**src/common/gt16_pkg.sv**
```systemverilog
/*
  gt16_pkg: register map, field positions, reset values and prescaler
  limits of the 16-bit general timer.
  Assumes a 32-bit APB slave with byte addresses on an 8-bit paddr.
*/
package gt16_pkg;
  localparam logic [7:0] GT16_CTRL_OFF = 8'h00;
  localparam logic [7:0] GT16_COUNT_OFF = 8'h04;
  localparam logic [7:0] GT16_PERIOD_OFF = 8'h08;
  localparam logic [7:0] GT16_STAT_OFF = 8'h0C;
  localparam logic [7:0] GT16_MASK_OFF = 8'h10;
  localparam logic [7:0] GT16_IRQC_OFF = 8'h14;

  localparam int GT16_ON_BIT = 15;
  localparam int GT16_GATE_BIT = 6;
  localparam int GT16_PS_LO = 4;
  localparam int GT16_SYNC_BIT = 2;
  localparam int GT16_CS_BIT = 1;
  localparam int GT16_IEN_BIT = 0;
  localparam int GT16_PRIO_LO = 1;
  localparam int GT16_ST_MATCH = 0;
  localparam int GT16_ST_GATE = 1;

  localparam logic [15:0] GT16_COUNT_RST = 16'h0000;
  localparam logic [15:0] GT16_PERIOD_RST = 16'hFFFF;
  localparam logic [1:0] GT16_STAT_RST = 2'h0;
  localparam logic [1:0] GT16_PS_RST = 2'h0;
  localparam logic [2:0] GT16_PRIO_RST = 3'h0;

  // prescaler terminal counts: ratios 1, 8, 64 and 256
  localparam logic [7:0] GT16_PS_LIM1 = 8'h00;
  localparam logic [7:0] GT16_PS_LIM8 = 8'h07;
  localparam logic [7:0] GT16_PS_LIM64 = 8'h3F;
  localparam logic [7:0] GT16_PS_LIM256 = 8'hFF;

  typedef enum logic [1:0] {
    GT16_SRC_INT = 2'b00,
    GT16_SRC_SYNC = 2'b01,
    GT16_SRC_ASYNC = 2'b10
  } gt16_src_t;

  function automatic logic [7:0] gt16_ps_limit(input logic [1:0] sel);
    case (sel)
      2'b00: gt16_ps_limit = GT16_PS_LIM1;
      2'b01: gt16_ps_limit = GT16_PS_LIM8;
      2'b10: gt16_ps_limit = GT16_PS_LIM64;
      default: gt16_ps_limit = GT16_PS_LIM256;
    endcase
  endfunction
endpackage

```
**src/common/gt16_tick_if.sv**
```systemverilog
/*
  gt16_tick_if: configuration and count strobes between the timer core
  and its clock front end. Assumes both ends run on sys_clk.
*/
`timescale 1ns/1ps
interface gt16_tick_if;
  import gt16_pkg::*;
  logic on;
  logic [1:0] ps_sel;
  gt16_src_t src;
  logic gate_en;
  logic tick;
  logic gate_fall;
  modport front (input on, input ps_sel, input src, input gate_en,
                 output tick, output gate_fall);
  modport core (output on, output ps_sel, output src, output gate_en,
                input tick, input gate_fall);
endinterface

```
**src/rtl/gt16_front.sv**
```systemverilog
/*
  gt16_front: synchronises the external clock and gate pins, picks the
  count source and divides it by the prescaler into one-cycle ticks.
  Assumes the core drives the configuration side of gt16_tick_if.
*/
`timescale 1ns/1ps
module gt16_front (
  input wire logic sys_clk,
  input wire logic rst,
  input wire logic ext_clk_pin,
  input wire logic gate_pin,
  input wire logic dev_sleep,
  gt16_tick_if.front tif
);
  import gt16_pkg::*;

  logic clk_s1_r, clk_s2_r, clk_d_r;
  logic gate_s1_r, gate_s2_r, gate_d_r;
  logic [7:0] ps_cnt_r;
  logic [7:0] ps_lim;
  logic ext_rise;
  logic raw;

  always_ff @(posedge sys_clk) begin
    if (rst) begin
      clk_s1_r <= 1'b0;
      clk_s2_r <= 1'b0;
      clk_d_r <= 1'b0;
      gate_s1_r <= 1'b0;
      gate_s2_r <= 1'b0;
      gate_d_r <= 1'b0;
    end else begin
      clk_s1_r <= ext_clk_pin;
      clk_s2_r <= clk_s1_r;
      clk_d_r <= clk_s2_r;
      gate_s1_r <= gate_pin;
      gate_s2_r <= gate_s1_r;
      gate_d_r <= gate_s2_r;
    end
  end

  assign ext_rise = clk_s2_r & ~clk_d_r;
  assign tif.gate_fall = tif.gate_en & gate_d_r & ~gate_s2_r;
  assign ps_lim = gt16_ps_limit(tif.ps_sel);

  // only the asynchronous counter keeps counting once the core clock sleeps
  always_comb begin
    case (tif.src)
      GT16_SRC_INT: raw = ~dev_sleep & (~tif.gate_en | gate_s2_r);
      GT16_SRC_SYNC: raw = ext_rise & ~dev_sleep;
      GT16_SRC_ASYNC: raw = ext_rise;
      default: raw = 1'b0;
    endcase
  end

  always_ff @(posedge sys_clk) begin
    if (rst || !tif.on) begin
      ps_cnt_r <= 8'h00;
    end else if (raw) begin
      ps_cnt_r <= (ps_cnt_r >= ps_lim) ? 8'h00 : ps_cnt_r + 8'h01;
    end
  end

  assign tif.tick = tif.on & raw & (ps_cnt_r >= ps_lim);

  ext_sync_delay_a: assert property (@(posedge sys_clk) disable iff (rst)
    (tif.tick && tif.src != GT16_SRC_INT)
      |-> ($past(ext_clk_pin, 2) && !$past(ext_clk_pin, 3)))
    else $error("external count without synchronised rising edge");
  sleep_hold_a: assert property (@(posedge sys_clk) disable iff (rst)
    (dev_sleep && tif.src != GT16_SRC_ASYNC) |-> !tif.tick)
    else $error("count tick while sleeping in a synchronous mode");
  gate_block_a: assert property (@(posedge sys_clk) disable iff (rst)
    (tif.src == GT16_SRC_INT && tif.gate_en && !$past(gate_pin, 2)) |-> !tif.tick)
    else $error("gated timer counted with gate low");
  prescale_eight_a: assert property (@(posedge sys_clk) disable iff (rst)
    (tif.tick && tif.ps_sel == 2'b01) |=> (!tif.tick || tif.ps_sel != 2'b01) [*7])
    else $error("divide by eight ticked early");
endmodule // gt16_front

```
**src/rtl/gt16_timer.sv**
```systemverilog
/*
  gt16_timer: 16-bit general timer with APB register access, period
  match and gate falling edge interrupts.
  Assumes a single 40 MHz sys_clk, synchronous active-high rst, and
  external clock and gate pins asynchronous to sys_clk.
*/
// The APB register port and the address map were chosen for this implementation.
// Function
// - a 16-bit counter usable as clock time base or interval timer
// - counts internal clock, synchronised external clock, or asynchronous external clock
// - gated mode counts the internal clock only while gate is high; gate fall raises interrupt
// - counter equal to period value raises interrupt request
// - counting may continue during CPU idle and device sleep
// - two-bit prescale select picks the count clock divide ratio
// - source select picks internal or external clock; gate bit enables gating
// - sync select chooses synchronised or asynchronous external counting
// - interrupts reach CPU only when enabled; three-bit priority field
`timescale 1ns/1ps
module gt16_timer (
  input wire logic sys_clk,
  input wire logic rst,
  input wire logic psel,
  input wire logic penable,
  input wire logic pwrite,
  input wire logic [7:0] paddr,
  input wire logic [31:0] pwdata,
  output logic [31:0] prdata,
  output logic pready,
  output logic pslverr,
  input wire logic ext_clk_pin,
  input wire logic gate_pin,
  input wire logic cpu_idle,
  input wire logic dev_sleep,
  output logic irq,
  output logic [2:0] timer_irq_priority
);
  import gt16_pkg::*;

  gt16_tick_if tif ();

  gt16_front u_front (
    .sys_clk(sys_clk),
    .rst(rst),
    .ext_clk_pin(ext_clk_pin),
    .gate_pin(gate_pin),
    .dev_sleep(dev_sleep),
    .tif(tif)
  );

  // control fields
  logic timer_on_r;
  logic [1:0] prescale_select_r;
  logic clock_source_select_r;
  logic gate_accumulate_enable_r;
  logic ext_clock_sync_select_r;
  logic timer_irq_enable_r;
  logic [2:0] timer_irq_priority_r;

  // counter, period and interrupt state
  logic [15:0] count_r;
  logic [15:0] count_nxt;
  logic [15:0] period_value_r;
  logic [1:0] stat_r;
  logic [1:0] stat_set;
  logic [1:0] stat_clr;
  logic [1:0] mask_r;
  logic [31:0] prdata_r;

  // bus strobes
  logic setup_rd;
  logic access;
  logic wr_en;
  logic rd_acc;
  logic match;
  logic count_ld;
  logic ctrl_ld;
  logic period_ld;
  logic irqc_ld;

  function automatic logic gt16_addr_ok(input logic [7:0] a);
    gt16_addr_ok = (a == GT16_CTRL_OFF) || (a == GT16_COUNT_OFF) ||
                   (a == GT16_PERIOD_OFF) || (a == GT16_STAT_OFF) ||
                   (a == GT16_MASK_OFF) || (a == GT16_IRQC_OFF);
  endfunction

  function automatic logic wr_hit(input logic [7:0] off);
    wr_hit = wr_en && (paddr == off);
  endfunction

  assign setup_rd = psel & ~penable & ~pwrite;
  assign access = psel & penable;
  assign wr_en = access & pwrite & gt16_addr_ok(paddr);
  assign rd_acc = access & ~pwrite;
  // named load strobes keep the bus decode out of the assertions below
  assign count_ld = wr_hit(GT16_COUNT_OFF);
  assign ctrl_ld = wr_hit(GT16_CTRL_OFF);
  assign period_ld = wr_hit(GT16_PERIOD_OFF);
  assign irqc_ld = wr_hit(GT16_IRQC_OFF);

  // zero wait states: read data is captured during the setup cycle
  assign pready = 1'b1;
  assign pslverr = access & ~gt16_addr_ok(paddr);

  assign tif.on = timer_on_r;
  assign tif.ps_sel = prescale_select_r;
  assign tif.gate_en = gate_accumulate_enable_r;

  // internal source ignores the sync select; external splits on it
  always_comb begin
    if (!clock_source_select_r) begin
      tif.src = GT16_SRC_INT;
    end else if (ext_clock_sync_select_r) begin
      tif.src = GT16_SRC_SYNC;
    end else begin
      tif.src = GT16_SRC_ASYNC;
    end
  end

  always_ff @(posedge sys_clk) begin
    if (rst) begin
      timer_on_r <= 1'b0;
      prescale_select_r <= GT16_PS_RST;
      clock_source_select_r <= 1'b0;
      gate_accumulate_enable_r <= 1'b0;
      ext_clock_sync_select_r <= 1'b0;
    end else if (wr_hit(GT16_CTRL_OFF)) begin
      timer_on_r <= pwdata[GT16_ON_BIT];
      prescale_select_r <= pwdata[GT16_PS_LO +: 2];
      clock_source_select_r <= pwdata[GT16_CS_BIT];
      gate_accumulate_enable_r <= pwdata[GT16_GATE_BIT];
      ext_clock_sync_select_r <= pwdata[GT16_SYNC_BIT];
    end
  end

  always_ff @(posedge sys_clk) begin
    if (rst) begin
      timer_irq_enable_r <= 1'b0;
      timer_irq_priority_r <= GT16_PRIO_RST;
    end else if (wr_hit(GT16_IRQC_OFF)) begin
      timer_irq_enable_r <= pwdata[GT16_IEN_BIT];
      timer_irq_priority_r <= pwdata[GT16_PRIO_LO +: 3];
    end
  end

  always_ff @(posedge sys_clk) begin
    if (rst) begin
      period_value_r <= GT16_PERIOD_RST;
    end else if (wr_hit(GT16_PERIOD_OFF)) begin
      period_value_r <= pwdata[15:0];
    end
  end

  always_ff @(posedge sys_clk) begin
    if (rst) begin
      mask_r <= GT16_STAT_RST;
    end else if (wr_hit(GT16_MASK_OFF)) begin
      mask_r <= pwdata[1:0];
    end
  end

  // a match is only acted on when a count arrives, so a period of zero
  // holds the counter at zero and flags every count
  assign match = tif.tick && (count_r == period_value_r);

  always_comb begin
    if (match) begin
      count_nxt = GT16_COUNT_RST;
    end else begin
      count_nxt = count_r + 16'h0001;
    end
  end

  // a software load wins over a count landing in the same cycle
  always_ff @(posedge sys_clk) begin
    if (rst) begin
      count_r <= GT16_COUNT_RST;
    end else if (wr_hit(GT16_COUNT_OFF)) begin
      count_r <= pwdata[15:0];
    end else if (tif.tick) begin
      count_r <= count_nxt;
    end
  end

  // cpu_idle has no effect: the timer keeps running while the core idles
  always_comb begin
    stat_set = 2'b00;
    stat_set[GT16_ST_MATCH] = match;
    stat_set[GT16_ST_GATE] = tif.gate_fall;
  end

  // clear only what the setup cycle captured: a flag raised between the
  // setup and access edges was never returned, so it must survive the read
  assign stat_clr = (rd_acc && paddr == GT16_STAT_OFF) ? prdata_r[1:0] : 2'b00;

  // new events win over the read that clears the flags
  always_ff @(posedge sys_clk) begin
    if (rst) begin
      stat_r <= GT16_STAT_RST;
    end else begin
      stat_r <= (stat_r & ~stat_clr) | stat_set;
    end
  end

  assign irq = timer_irq_enable_r & |(stat_r & mask_r);
  assign timer_irq_priority = timer_irq_priority_r;

  always_ff @(posedge sys_clk) begin
    if (rst) begin
      prdata_r <= 32'h00000000;
    end else if (setup_rd) begin
      prdata_r <= 32'h00000000;
      if (paddr == GT16_CTRL_OFF) begin
        prdata_r[GT16_ON_BIT] <= timer_on_r;
        prdata_r[GT16_GATE_BIT] <= gate_accumulate_enable_r;
        prdata_r[GT16_PS_LO +: 2] <= prescale_select_r;
        prdata_r[GT16_SYNC_BIT] <= ext_clock_sync_select_r;
        prdata_r[GT16_CS_BIT] <= clock_source_select_r;
      end else if (paddr == GT16_COUNT_OFF) begin
        prdata_r[15:0] <= count_r;
      end else if (paddr == GT16_PERIOD_OFF) begin
        prdata_r[15:0] <= period_value_r;
      end else if (paddr == GT16_STAT_OFF) begin
        prdata_r[1:0] <= stat_r;
      end else if (paddr == GT16_MASK_OFF) begin
        prdata_r[1:0] <= mask_r;
      end else if (paddr == GT16_IRQC_OFF) begin
        prdata_r[GT16_IEN_BIT] <= timer_irq_enable_r;
        prdata_r[GT16_PRIO_LO +: 3] <= timer_irq_priority_r;
      end
    end
  end

  assign prdata = prdata_r;

  match_wrap_a: assert property (@(posedge sys_clk) disable iff (rst)
    (tif.tick && count_r == period_value_r && !count_ld)
      |=> (count_r == 16'h0000) && stat_r[GT16_ST_MATCH])
    else $error("period match did not wrap to zero and flag");
  count_step_a: assert property (@(posedge sys_clk) disable iff (rst)
    (tif.tick && count_r != period_value_r && !count_ld)
      |=> count_r == $past(count_r) + 16'h0001)
    else $error("counter did not advance by one on a tick");
  count_hold_a: assert property (@(posedge sys_clk) disable iff (rst)
    (!tif.tick && !count_ld) |=> $stable(count_r))
    else $error("counter moved without a tick or a load");
  stop_off_a: assert property (@(posedge sys_clk) disable iff (rst)
    !timer_on_r |-> !tif.tick)
    else $error("tick while timer is off");
  match_flag_a: assert property (@(posedge sys_clk) disable iff (rst)
    $rose(stat_r[GT16_ST_MATCH]) |-> $past(tif.tick) &&
      ($past(count_r) == $past(period_value_r)))
    else $error("match flag set without a period match");
  gate_flag_a: assert property (@(posedge sys_clk) disable iff (rst)
    tif.gate_fall |=> stat_r[GT16_ST_GATE])
    else $error("gate falling edge did not set its flag");
  irq_enable_a: assert property (@(posedge sys_clk) disable iff (rst)
    (timer_irq_enable_r && stat_r[GT16_ST_MATCH] && mask_r[GT16_ST_MATCH]) |-> irq)
    else $error("interrupt output disagrees with enable and flags");
  irq_off_a: assert property (@(posedge sys_clk) disable iff (rst)
    !timer_irq_enable_r |-> !irq)
    else $error("interrupt raised while disabled");
  src_select_a: assert property (@(posedge sys_clk) disable iff (rst)
    !clock_source_select_r |-> tif.src == GT16_SRC_INT)
    else $error("internal source not selected");
  sync_select_a: assert property (@(posedge sys_clk) disable iff (rst)
    (clock_source_select_r && !ext_clock_sync_select_r) |-> tif.src == GT16_SRC_ASYNC)
    else $error("asynchronous external source not selected");
  read_clear_a: assert property (@(posedge sys_clk) disable iff (rst)
    (rd_acc && paddr == GT16_STAT_OFF && !match && !tif.gate_fall)
      |=> (stat_r & $past(prdata_r[1:0])) == 2'b00)
    else $error("status read did not clear the flags");
  rd_count_a: assert property (@(posedge sys_clk) disable iff (rst)
    (setup_rd && paddr == GT16_COUNT_OFF) |=> prdata[15:0] == $past(count_r))
    else $error("count read returned the wrong value");
  set_wins_a: assert property (@(posedge sys_clk) disable iff (rst)
    match |=> stat_r[GT16_ST_MATCH])
    else $error("match event lost against a status read");
  count_load_a: assert property (@(posedge sys_clk) disable iff (rst)
    count_ld |=> count_r == $past(pwdata[15:0]))
    else $error("count load did not win over a tick");
  ctrl_load_a: assert property (@(posedge sys_clk) disable iff (rst)
    ctrl_ld |=> timer_on_r == $past(pwdata[GT16_ON_BIT]))
    else $error("timer on bit not taken from the write");
  period_load_a: assert property (@(posedge sys_clk) disable iff (rst)
    period_ld |=> period_value_r == $past(pwdata[15:0]))
    else $error("period value not taken from the write");
  prio_load_a: assert property (@(posedge sys_clk) disable iff (rst)
    irqc_ld |=> timer_irq_priority == $past(pwdata[GT16_PRIO_LO +: 3]))
    else $error("priority output not taken from the write");
endmodule // gt16_timer

```
**config.mk**
```make
export PLATFORM = sky130hd
export DESIGN_NAME = gt16_timer
export DESIGN_NICKNAME = d
export VERILOG_FILES = /design/src/common/gt16_pkg.sv /design/src/common/gt16_tick_if.sv /design/src/rtl/gt16_front.sv /design/src/rtl/gt16_timer.sv
export SDC_FILE = /design/constraint.sdc
export NUM_CORES = 1
export LEC_CHECK = 0
export BUFFER_PORTS_ARGS = -buffer_cell sky130_fd_sc_hd__buf_4
export CORE_MARGIN = 2
export CORE_UTILIZATION = 58
export CTS_CLUSTER_SIZE = 20
export DETAILED_ROUTE_END_ITERATION = 8
export HOLD_SLACK_MARGIN = 0.12
export PLACE_DENSITY = 0.83
export SETUP_SLACK_MARGIN = 0.2
export SLEW_MARGIN = 5
export SYNTH_ARGS = -nofsm -noshare
export SYNTH_HDL_FRONTEND = slang
export SYNTH_SLANG_ARGS = --single-unit
```
**constraint.sdc**
```tcl
create_clock -name sys_clk -period 5.26 [get_ports sys_clk]
set_input_delay 1.052 -clock sys_clk [delete_from_list [all_inputs] [get_ports sys_clk]]
set_output_delay 1.052 -clock sys_clk [all_outputs]
set_load 0.005 [all_outputs]
```
==> impl_metrics.csv, run 1 <==
group,metric,value,unit
sta,final-setup-viol-count,0,
routing,detail-route-antenna-nets,0,
logic_synthesis,async_flop_share,0,%
routing,routed_via_density,6.17,
power_and_ir_drop,switchingPower,268,uW
logic_synthesis,number_of_enable_flip_flop_cells_after_synthesis,0,
worst_setup_path,delay_of_the_slowest_cell_on_the_worst_path,570,ps
final_layout,final_design_area_no_fill,4670,um2
clock_tree,cts.sinks,76,
job,maxCapViolCount,0,
logic_synthesis,netlist_instances,513,
logic_synthesis,synth.most_common_cell,"sky130_fd_sc_hd__dfxtp_1",
worst_setup_path,cp-start-kind,"input port",
routing,drt_iter0_drc,359,
worst_setup_path,worst-endpoint-required,4210,ps
sta,report.final.slew_viol_count,0,
floorplanning,fp.dieW,88.5,um
worst_setup_path,r2r_start,"prescale_select_r[1]",
floorplanning,chipHeight,88.5,um
logic_synthesis,synth-main-ff-cell,"sky130_fd_sc_hd__dfxtp_1",
clock_tree,htreeDepth,3,
power_and_ir_drop,intPower,887,uW
worst_setup_path,cell_by_cell_listing_of_the_critical_path,"buf_4 > or4_4 > nor3b_4 > and2b_1 > nor3_1 > buf_4",
final_layout,layout.filler_cells,573,
power_and_ir_drop,powerDensity,247,nW/um2
power_and_ir_drop,p_seq_share,50.4,%
worst_setup_path,critical-path-slowest-cell,"sky130_fd_sc_hd__or4_4",
routing,drc,0,
logic_synthesis,ys_types,57,
routing,drtPass1Iterations,5,
routing,routed_wirelength,11.0,mm
global_routing,grt_start_max_net_pins,68,
floorplanning,fp.dieArea,7830,um2
floorplanning,core_area,6830,um2
global_routing,global_route.usage.total,29.3,%
final_layout,drive_gt1_share,14.7,%
clock_tree,numCtsBuffers,9,
sta,worst_pin_slew,1060,ps
clock_tree,post-cts-setup-buffers,0,
floorplanning,io_pins,87,
power_and_ir_drop,power_frac_clock,42.9,%
worst_setup_path,timing.critical_path.mode_cell,"sky130_fd_sc_hd__buf_4",
global_routing,grt_antenna_before_repair,0,
worst_setup_path,cp-startpoint,"paddr[7]",
sta,maxClockFrequency,0.288,GHz
placed_design,dp.final_hpwl,7.62,mm
global_routing,first_pass_grt_wire_length,17.9,mm
logic_synthesis,synth_common_cells,"sky130_fd_sc_hd__dfxtp_1 (76), sky130_fd_sc_hd__nand2_1 (64), sky130_fd_sc_hd__nor2_1 (54)",
power_and_ir_drop,power_frac_comb,6.8,%
status,status,"finished clean",
routing,route.detailed.wl_per_inst,17.1,um
sta,final_hold_viol_count,0,
sta,max-slew-margin-rel,29.1,%
clock_tree,ctsHoldBuffers,0,
sta,clock_skew,10.8,ps
logic_synthesis,post_synth.cell_area_avg,8.07,um2
worst_setup_path,rrSetupSlack,2580,ps
floorplanning,floorplan.initialDensity,60.6,%
sta,grt_setup_unrepaired,"no",
final_layout,syn_to_final_growth,12.8,%
logic_synthesis,post_synth_instance_area,4140,um2
clock_tree,clk_latency,350,ps
sta,fin_crit,3480,ps
sta,fin_tns_setup,0,ps
final_layout,finish.net_count,596,
placed_design,place.gp.congestion,0.884,
worst_setup_path,critical_path.max_fanout,6,
worst_setup_path,setup.worst_path.end,"pslverr",
final_layout,n_antenna_cell,0,
logic_synthesis,synthesis_warnings,0,
power_and_ir_drop,irDropWorstVdd,0.140,mV
clock_tree,post_cts.resized_instances,0,
clock_tree,cts.reportedPaths.clkPinSlew,80,ps
placed_design,placedInstanceArea,4450,um2
clock_tree,cell_at_the_root_of_the_clock_tree,"sky130_fd_sc_hd__clkbuf_8",
placed_design,placement.io_buffers,52,
worst_setup_path,cp_data_arrival_time,2430,ps
final_layout,area.sequential,1520,um2
global_routing,vias_in_the_first_global_route,3705,
power_and_ir_drop,cellLeakagePower,1.89,nW
final_layout,multiInputGateArea,2380,um2
clock_tree,tritoncts_clock_tree,"done",
logic_synthesis,yosysTopAreaCellShare,36.8,%
routing,vias,3959,
floorplanning,rows,30,
worst_setup_path,worst_r2r_endpoint,"count_r[4]",
worst_setup_path,reg2regPathDepth,8,
worst_setup_path,type_of_destination_of_the_critical_path,"output port",
logic_synthesis,leading_cell_types_by_total_area_after_synthesis,"sky130_fd_sc_hd__dfxtp_1 (37%), sky130_fd_sc_hd__nand2_1 (5.8%), sky130_fd_sc_hd__nor2_1 (4.9%)",
logic_synthesis,post-synth-top-area-cell,"sky130_fd_sc_hd__dfxtp_1",
worst_setup_path,path_class,"input port to output port",
global_routing,globalRoute.totalOverflow,0,
sta,final.period_utilization,66.1,%
power_and_ir_drop,switching_share,23.2,%
min_path,hp-class,"flip-flop to flip-flop",
logic_synthesis,yosysSeqAreaShare,36.8,%
logic_synthesis,synth.ff_latch_count,76,
clock_tree,cts_max_path_buffers,2,
## worst max-delay path, delay by kind of cell
kind,cells,cell delay [ps]
buffers and inverters,2,260
AND/OR/NAND/NOR,4,1120
## how the worst min path moves through the flow
| stage | slack [ps] | cells after the start | to | start |
|---|---|---|---|---|
| 2_1_floorplan | 410 | 1 | u_front.clk_s2_r | u_front.clk_s1_r |
| 3_3_place_gp | 430 | 1 | u_front.gate_s2_r | u_front.gate_s1_r |
| 3_5_place_dp | 430 | 1 | u_front.clk_s2_r | u_front.clk_s1_r |
| 4_1_cts | 450 | 1 | u_front.clk_s2_r | u_front.clk_s1_r |
| 5_1_grt | 470 | 1 | u_front.gate_s2_r | u_front.gate_s1_r |
| 6_report | 440 | 1 | u_front.clk_s2_r | u_front.clk_s1_r |
## final cells by class
cell class | instances | share of cell area, %
multi-input combinational | 395 | 51.0
sequential | 76 | 32.6
timing repair buffer | 55 | 8.84
clock buffer | 11 | 3.03
tap | 96 | 2.57
clock inverter | 4 | 1.58
inverter | 5 | 0.402
## through the flow
step / worst slack (ps) / instances / total power, mW / hold slack (ps) / utilization, %
floorplan: 2120 / 528 / 0.644 / 414 / -
global placement: 1800 / 627 / 0.670 / 429 / 65.2
detailed placement: 1780 / 627 / 0.671 / 427 / 65.2
CTS: 1780 / 642 / 1.15 / 445 / 68.3
global route: 1720 / 642 / 1.19 / 467 / 68.3
finish: 1780 / 642 / 1.16 / 440 / 68.3
## state kept, by name, indices dropped and copies added, names as in the netlist, 2 cells and up
signal / cells
mask_r: 2
u_front.ps_cnt_r: 8
prescale_select_r: 2
prdata: 16
timer_irq_priority: 3
count_r: 16
period_value_r: 16
stat_r: 2
## power by group through the flow
stage | logic [mW] | clock network [mW] | registers (mW)
2_1_floorplan | 0.0519 | 0 | 0.593
3_3_place_gp | 0.0750 | 0 | 0.595
3_5_place_dp | 0.0761 | 0 | 0.595
4_1_cts | 0.0765 | 0.495 | 0.582
5_1_grt | 0.0845 | 0.523 | 0.582
6_report | 0.0782 | 0.495 | 0.582
## layer usage
metal	vias to the layer above	share of wire, %	GRT usage, %
met5	-	0	0
met4	0	3.3	13.9
met3	38	8.7	5.97
met2	216	46	43.9
met1	1854	42	40.4
li1	1851	-	-
## cell usage in the layout (no fill, tap or decap), types with 3 or more instances in the layout
master and n:
sky130_fd_sc_hd__nand2_1 64, sky130_fd_sc_hd__o21ai_0 5, sky130_fd_sc_hd__o22ai_1 4, sky130_fd_sc_hd__mux2i_1 17, sky130_fd_sc_hd__o21bai_1 3, sky130_fd_sc_hd__nor2b_1 15, sky130_fd_sc_hd__and2_1 6, sky130_fd_sc_hd__xnor2_1 19
sky130_fd_sc_hd__a31oi_1 10, sky130_fd_sc_hd__nand2b_1 4, sky130_fd_sc_hd__or4_1 4, sky130_fd_sc_hd__conb_1 17, sky130_fd_sc_hd__nor3_1 15, sky130_fd_sc_hd__clkbuf_8 10, sky130_fd_sc_hd__nor2_1 54, sky130_fd_sc_hd__inv_1 5
sky130_fd_sc_hd__nand4_1 9, sky130_fd_sc_hd__nand3_1 26, sky130_fd_sc_hd__a22oi_1 18, sky130_fd_sc_hd__o21ai_1 7, sky130_fd_sc_hd__or3_1 4, sky130_fd_sc_hd__nand3b_1 18, sky130_fd_sc_hd__ha_1 5, sky130_fd_sc_hd__a21oi_1 21
sky130_fd_sc_hd__and3_1 3, sky130_fd_sc_hd__nor4b_1 3, sky130_fd_sc_hd__buf_4 55, sky130_fd_sc_hd__o211ai_1 7, sky130_fd_sc_hd__a32oi_1 6, sky130_fd_sc_hd__xor2_1 3, sky130_fd_sc_hd__dfxtp_1 76
## logic make-up after synthesis
group,count (synthesis),synth area share (%)
and+or+nand+nor,240,30.1
adders and majority gates,5,1.51
xor gates and xnor gates,22,4.66
buffers and inverters,57,7.08
muxes,18,4.38
other,2,0.182
DFF,76,36.8
AOI/OAI and AO/OA,93,15.3
No activity file was read; power rests on OpenSTA's default activity.
==> inputs of run 2 (changes only) <==
- CORE_UTILIZATION: 58 -> 55
- PLACE_DENSITY: 0.83 -> 0.79
- clock period: 5.26 -> 3.65 ns (I/O delays scaled with it)
==> run 2 against run 1 <==
Worst hold slack better by 22 ps. Cell area rose by 0.62%. Largest power group unchanged. Cell count grew 0.93%. Highest routed layer unchanged. Largest cell class unchanged. Count of clock-buffer cells in the layout unchanged. Critical endpoint unchanged.
==> impl_metrics.csv, run 2 (same netlist as run 1, synthesis figures left out) <==
group,metric,value,unit
sta,final-setup-viol-count,0,
final_layout,fin_util,64.8,%
clock_tree,cts_max_path_buffers,2,
min_path,worst_hold_startpoint,"u_front.gate_s1_r",
clock_tree,htreeDepth,3,
final_layout,layout.filler_cells,635,
final_layout,layout_common_cells,"sky130_fd_sc_hd__dfxtp_1 (76), sky130_fd_sc_hd__nand2_1 (64), sky130_fd_sc_hd__buf_4 (57), sky130_fd_sc_hd__nor2_1 (54), sky130_fd_sc_hd__nand3_1 (26)",
routing,routed_via_density,5.88,
floorplanning,chipHeight,90.7,um
worst_setup_path,timing.critical_path.mode_cell,"sky130_fd_sc_hd__buf_4",
worst_setup_path,type_of_destination_of_the_critical_path,"output port",
routing,detail-route-antenna-nets,0,
worst_setup_path,delay_of_the_slowest_cell_on_the_worst_path,560,ps
power_and_ir_drop,p_seq_share,49.8,%
floorplanning,core_area,7250,um2
floorplanning,fp.dieW,90.7,um
worst_setup_path,r2r_start,"prescale_select_r[1]",
worst_setup_path,worst-endpoint-required,2920,ps
global_routing,grt_antenna_before_repair,0,
worst_setup_path,critical-path-slowest-cell,"sky130_fd_sc_hd__or4_4",
clock_tree,post_cts.resized_instances,0,
placed_design,dpl_worst_slack,766,ps
placed_design,place.gp.congestion,0.852,
floorplanning,rows,31,
global_routing,first_pass_grt_wire_length,17.0,mm
routing,drc,0,
sta,report.final.slew_viol_count,0,
power_and_ir_drop,irDropWorstVdd,0.220,mV
routing,drt_iter0_drc,232,
worst_setup_path,cp-startpoint,"paddr[7]",
final_layout,finish.cell_count_without_fillers,648,
sta,worst_pin_slew,872,ps
global_routing,vias_in_the_first_global_route,3416,
final_layout,finish.net_count,598,
final_layout,multiInputGateArea,2380,um2
power_and_ir_drop,intPower,1.29,mW
worst_setup_path,cell_type_group_with_the_largest_total_delay_on_the_critical_path,"simple AND/OR/NAND/NOR gates",
worst_setup_path,worst-path-buf-inv,2,
global_routing,globalRoute.totalOverflow,0,
placed_design,placement.io_buffers,52,
power_and_ir_drop,switchingPower,398,uW
routing,drtPass1Iterations,5,
sta,final.setup.worst_slack,743,ps
floorplanning,fp.dieArea,8230,um2
floorplanning,io_pins,87,
clock_tree,cts.reportedPaths.clkPinSlew,80,ps
status,status,"finished clean",
clock_tree,ctsHoldBuffers,0,
min_path,hp-class,"flip-flop to flip-flop",
power_and_ir_drop,switching_share,23.6,%
sta,final_hold_viol_count,0,
worst_setup_path,cell_by_cell_listing_of_the_critical_path,"buf_4 > or4_4 > nor3b_4 > and2b_1 > nor3_1 > buf_4",
sta,maxClockFrequency,0.344,GHz
clock_tree,cell_at_the_root_of_the_clock_tree,"sky130_fd_sc_hd__clkbuf_8",
sta,grt_setup_unrepaired,"no",
sta,final.period_utilization,79.7,%
global_routing,global_route.usage.total,25.7,%
power_and_ir_drop,powerDensity,359,nW/um2
placed_design,dp.final_hpwl,7.39,mm
power_and_ir_drop,power_frac_comb,6.7,%
clock_tree,clk_latency,350,ps
power_and_ir_drop,power_frac_clock,43.5,%
routing,vias,3812,
power_and_ir_drop,cellLeakagePower,1.89,nW
worst_setup_path,path_class,"input port to output port",
sta,fin_crit,2910,ps
job,maxCapViolCount,0,
final_layout,n_antenna_cell,0,
clock_tree,tritoncts_clock_tree,"done",
worst_setup_path,cp_data_arrival_time,2180,ps
routing,route.detailed.wl_per_inst,16.3,um
worst_setup_path,cp-start-kind,"input port",
worst_setup_path,critical_path.max_fanout,6,
final_layout,final_common_cell,"sky130_fd_sc_hd__dfxtp_1",
floorplanning,floorplan.initialDensity,57.0,%
global_routing,grt_start_max_net_pins,68,
sta,max-slew-margin-rel,41.8,%
sta,fin_tns_setup,0,ps
final_layout,syn_to_final_growth,13.5,%
placed_design,placed_cells_incl_taps,632,
final_layout,area.sequential,1520,um2
clock_tree,cts.sinks,76,
clock_tree,post-cts-setup-buffers,0,
final_layout,drive_gt1_share,15.1,%
sta,clock_skew,8.77,ps
routing,routed_wirelength,10.6,mm
clock_tree,numCtsBuffers,9,
-- run 2: path summary, 6_finish.rpt --
path | endpoint | slack, ps | depth (start not counted)
worst min register to register | u_front.gate_s2_r | 460 | 1
worst min-delay path | u_front.gate_s2_r | 460 | 1
worst max-delay path | pslverr | 740 | 6
worst max register to register | count_r[4] | 1050 | 8
-- run 2: per-stage QoR --
stage | total power [mW] | hold slack, ps | instance area (um2)
6_report | 1.68 | 462 | 4700
5_1_grt | 1.74 | 479 | 4700
4_1_cts | 1.69 | 464 | 4700
3_5_place_dp | 0.968 | 450 | 4470
3_3_place_gp | 0.966 | 431 | 4470
2_1_floorplan | 0.929 | 414 | 4190
-- run 2: final cells by class --
class / instances / area share, %
clock inverters: 5 / 1.78
well taps: 99 / 2.64
flip-flops and latches: 76 / 32.4
clock buffers: 11 / 3.01
multi-input cells: 395 / 50.7
repair buffers: 57 / 9.11
inverters: 5 / 0.400
-- run 2: power groups by stage --
stage,registers (mW),logic [mW],clock network [mW]
after floorplan,0.854,0.0748,0
after global placement,0.857,0.109,0
after detailed placement,0.858,0.110,0
after CTS,0.838,0.111,0.740
after global routing,0.839,0.121,0.776
final,0.838,0.113,0.733
-- run 2: per-layer routing --
metal / vias to the layer above / wire length (um) / track usage (%)
met3: 18 / 609 / 5.43
met1: 1801 / 4650 / 33.1
met4: 0 / 177 / 7.18
met2: 152 / 5140 / 43.4
met5: - / 0 / 0
li1: 1841 / - / -
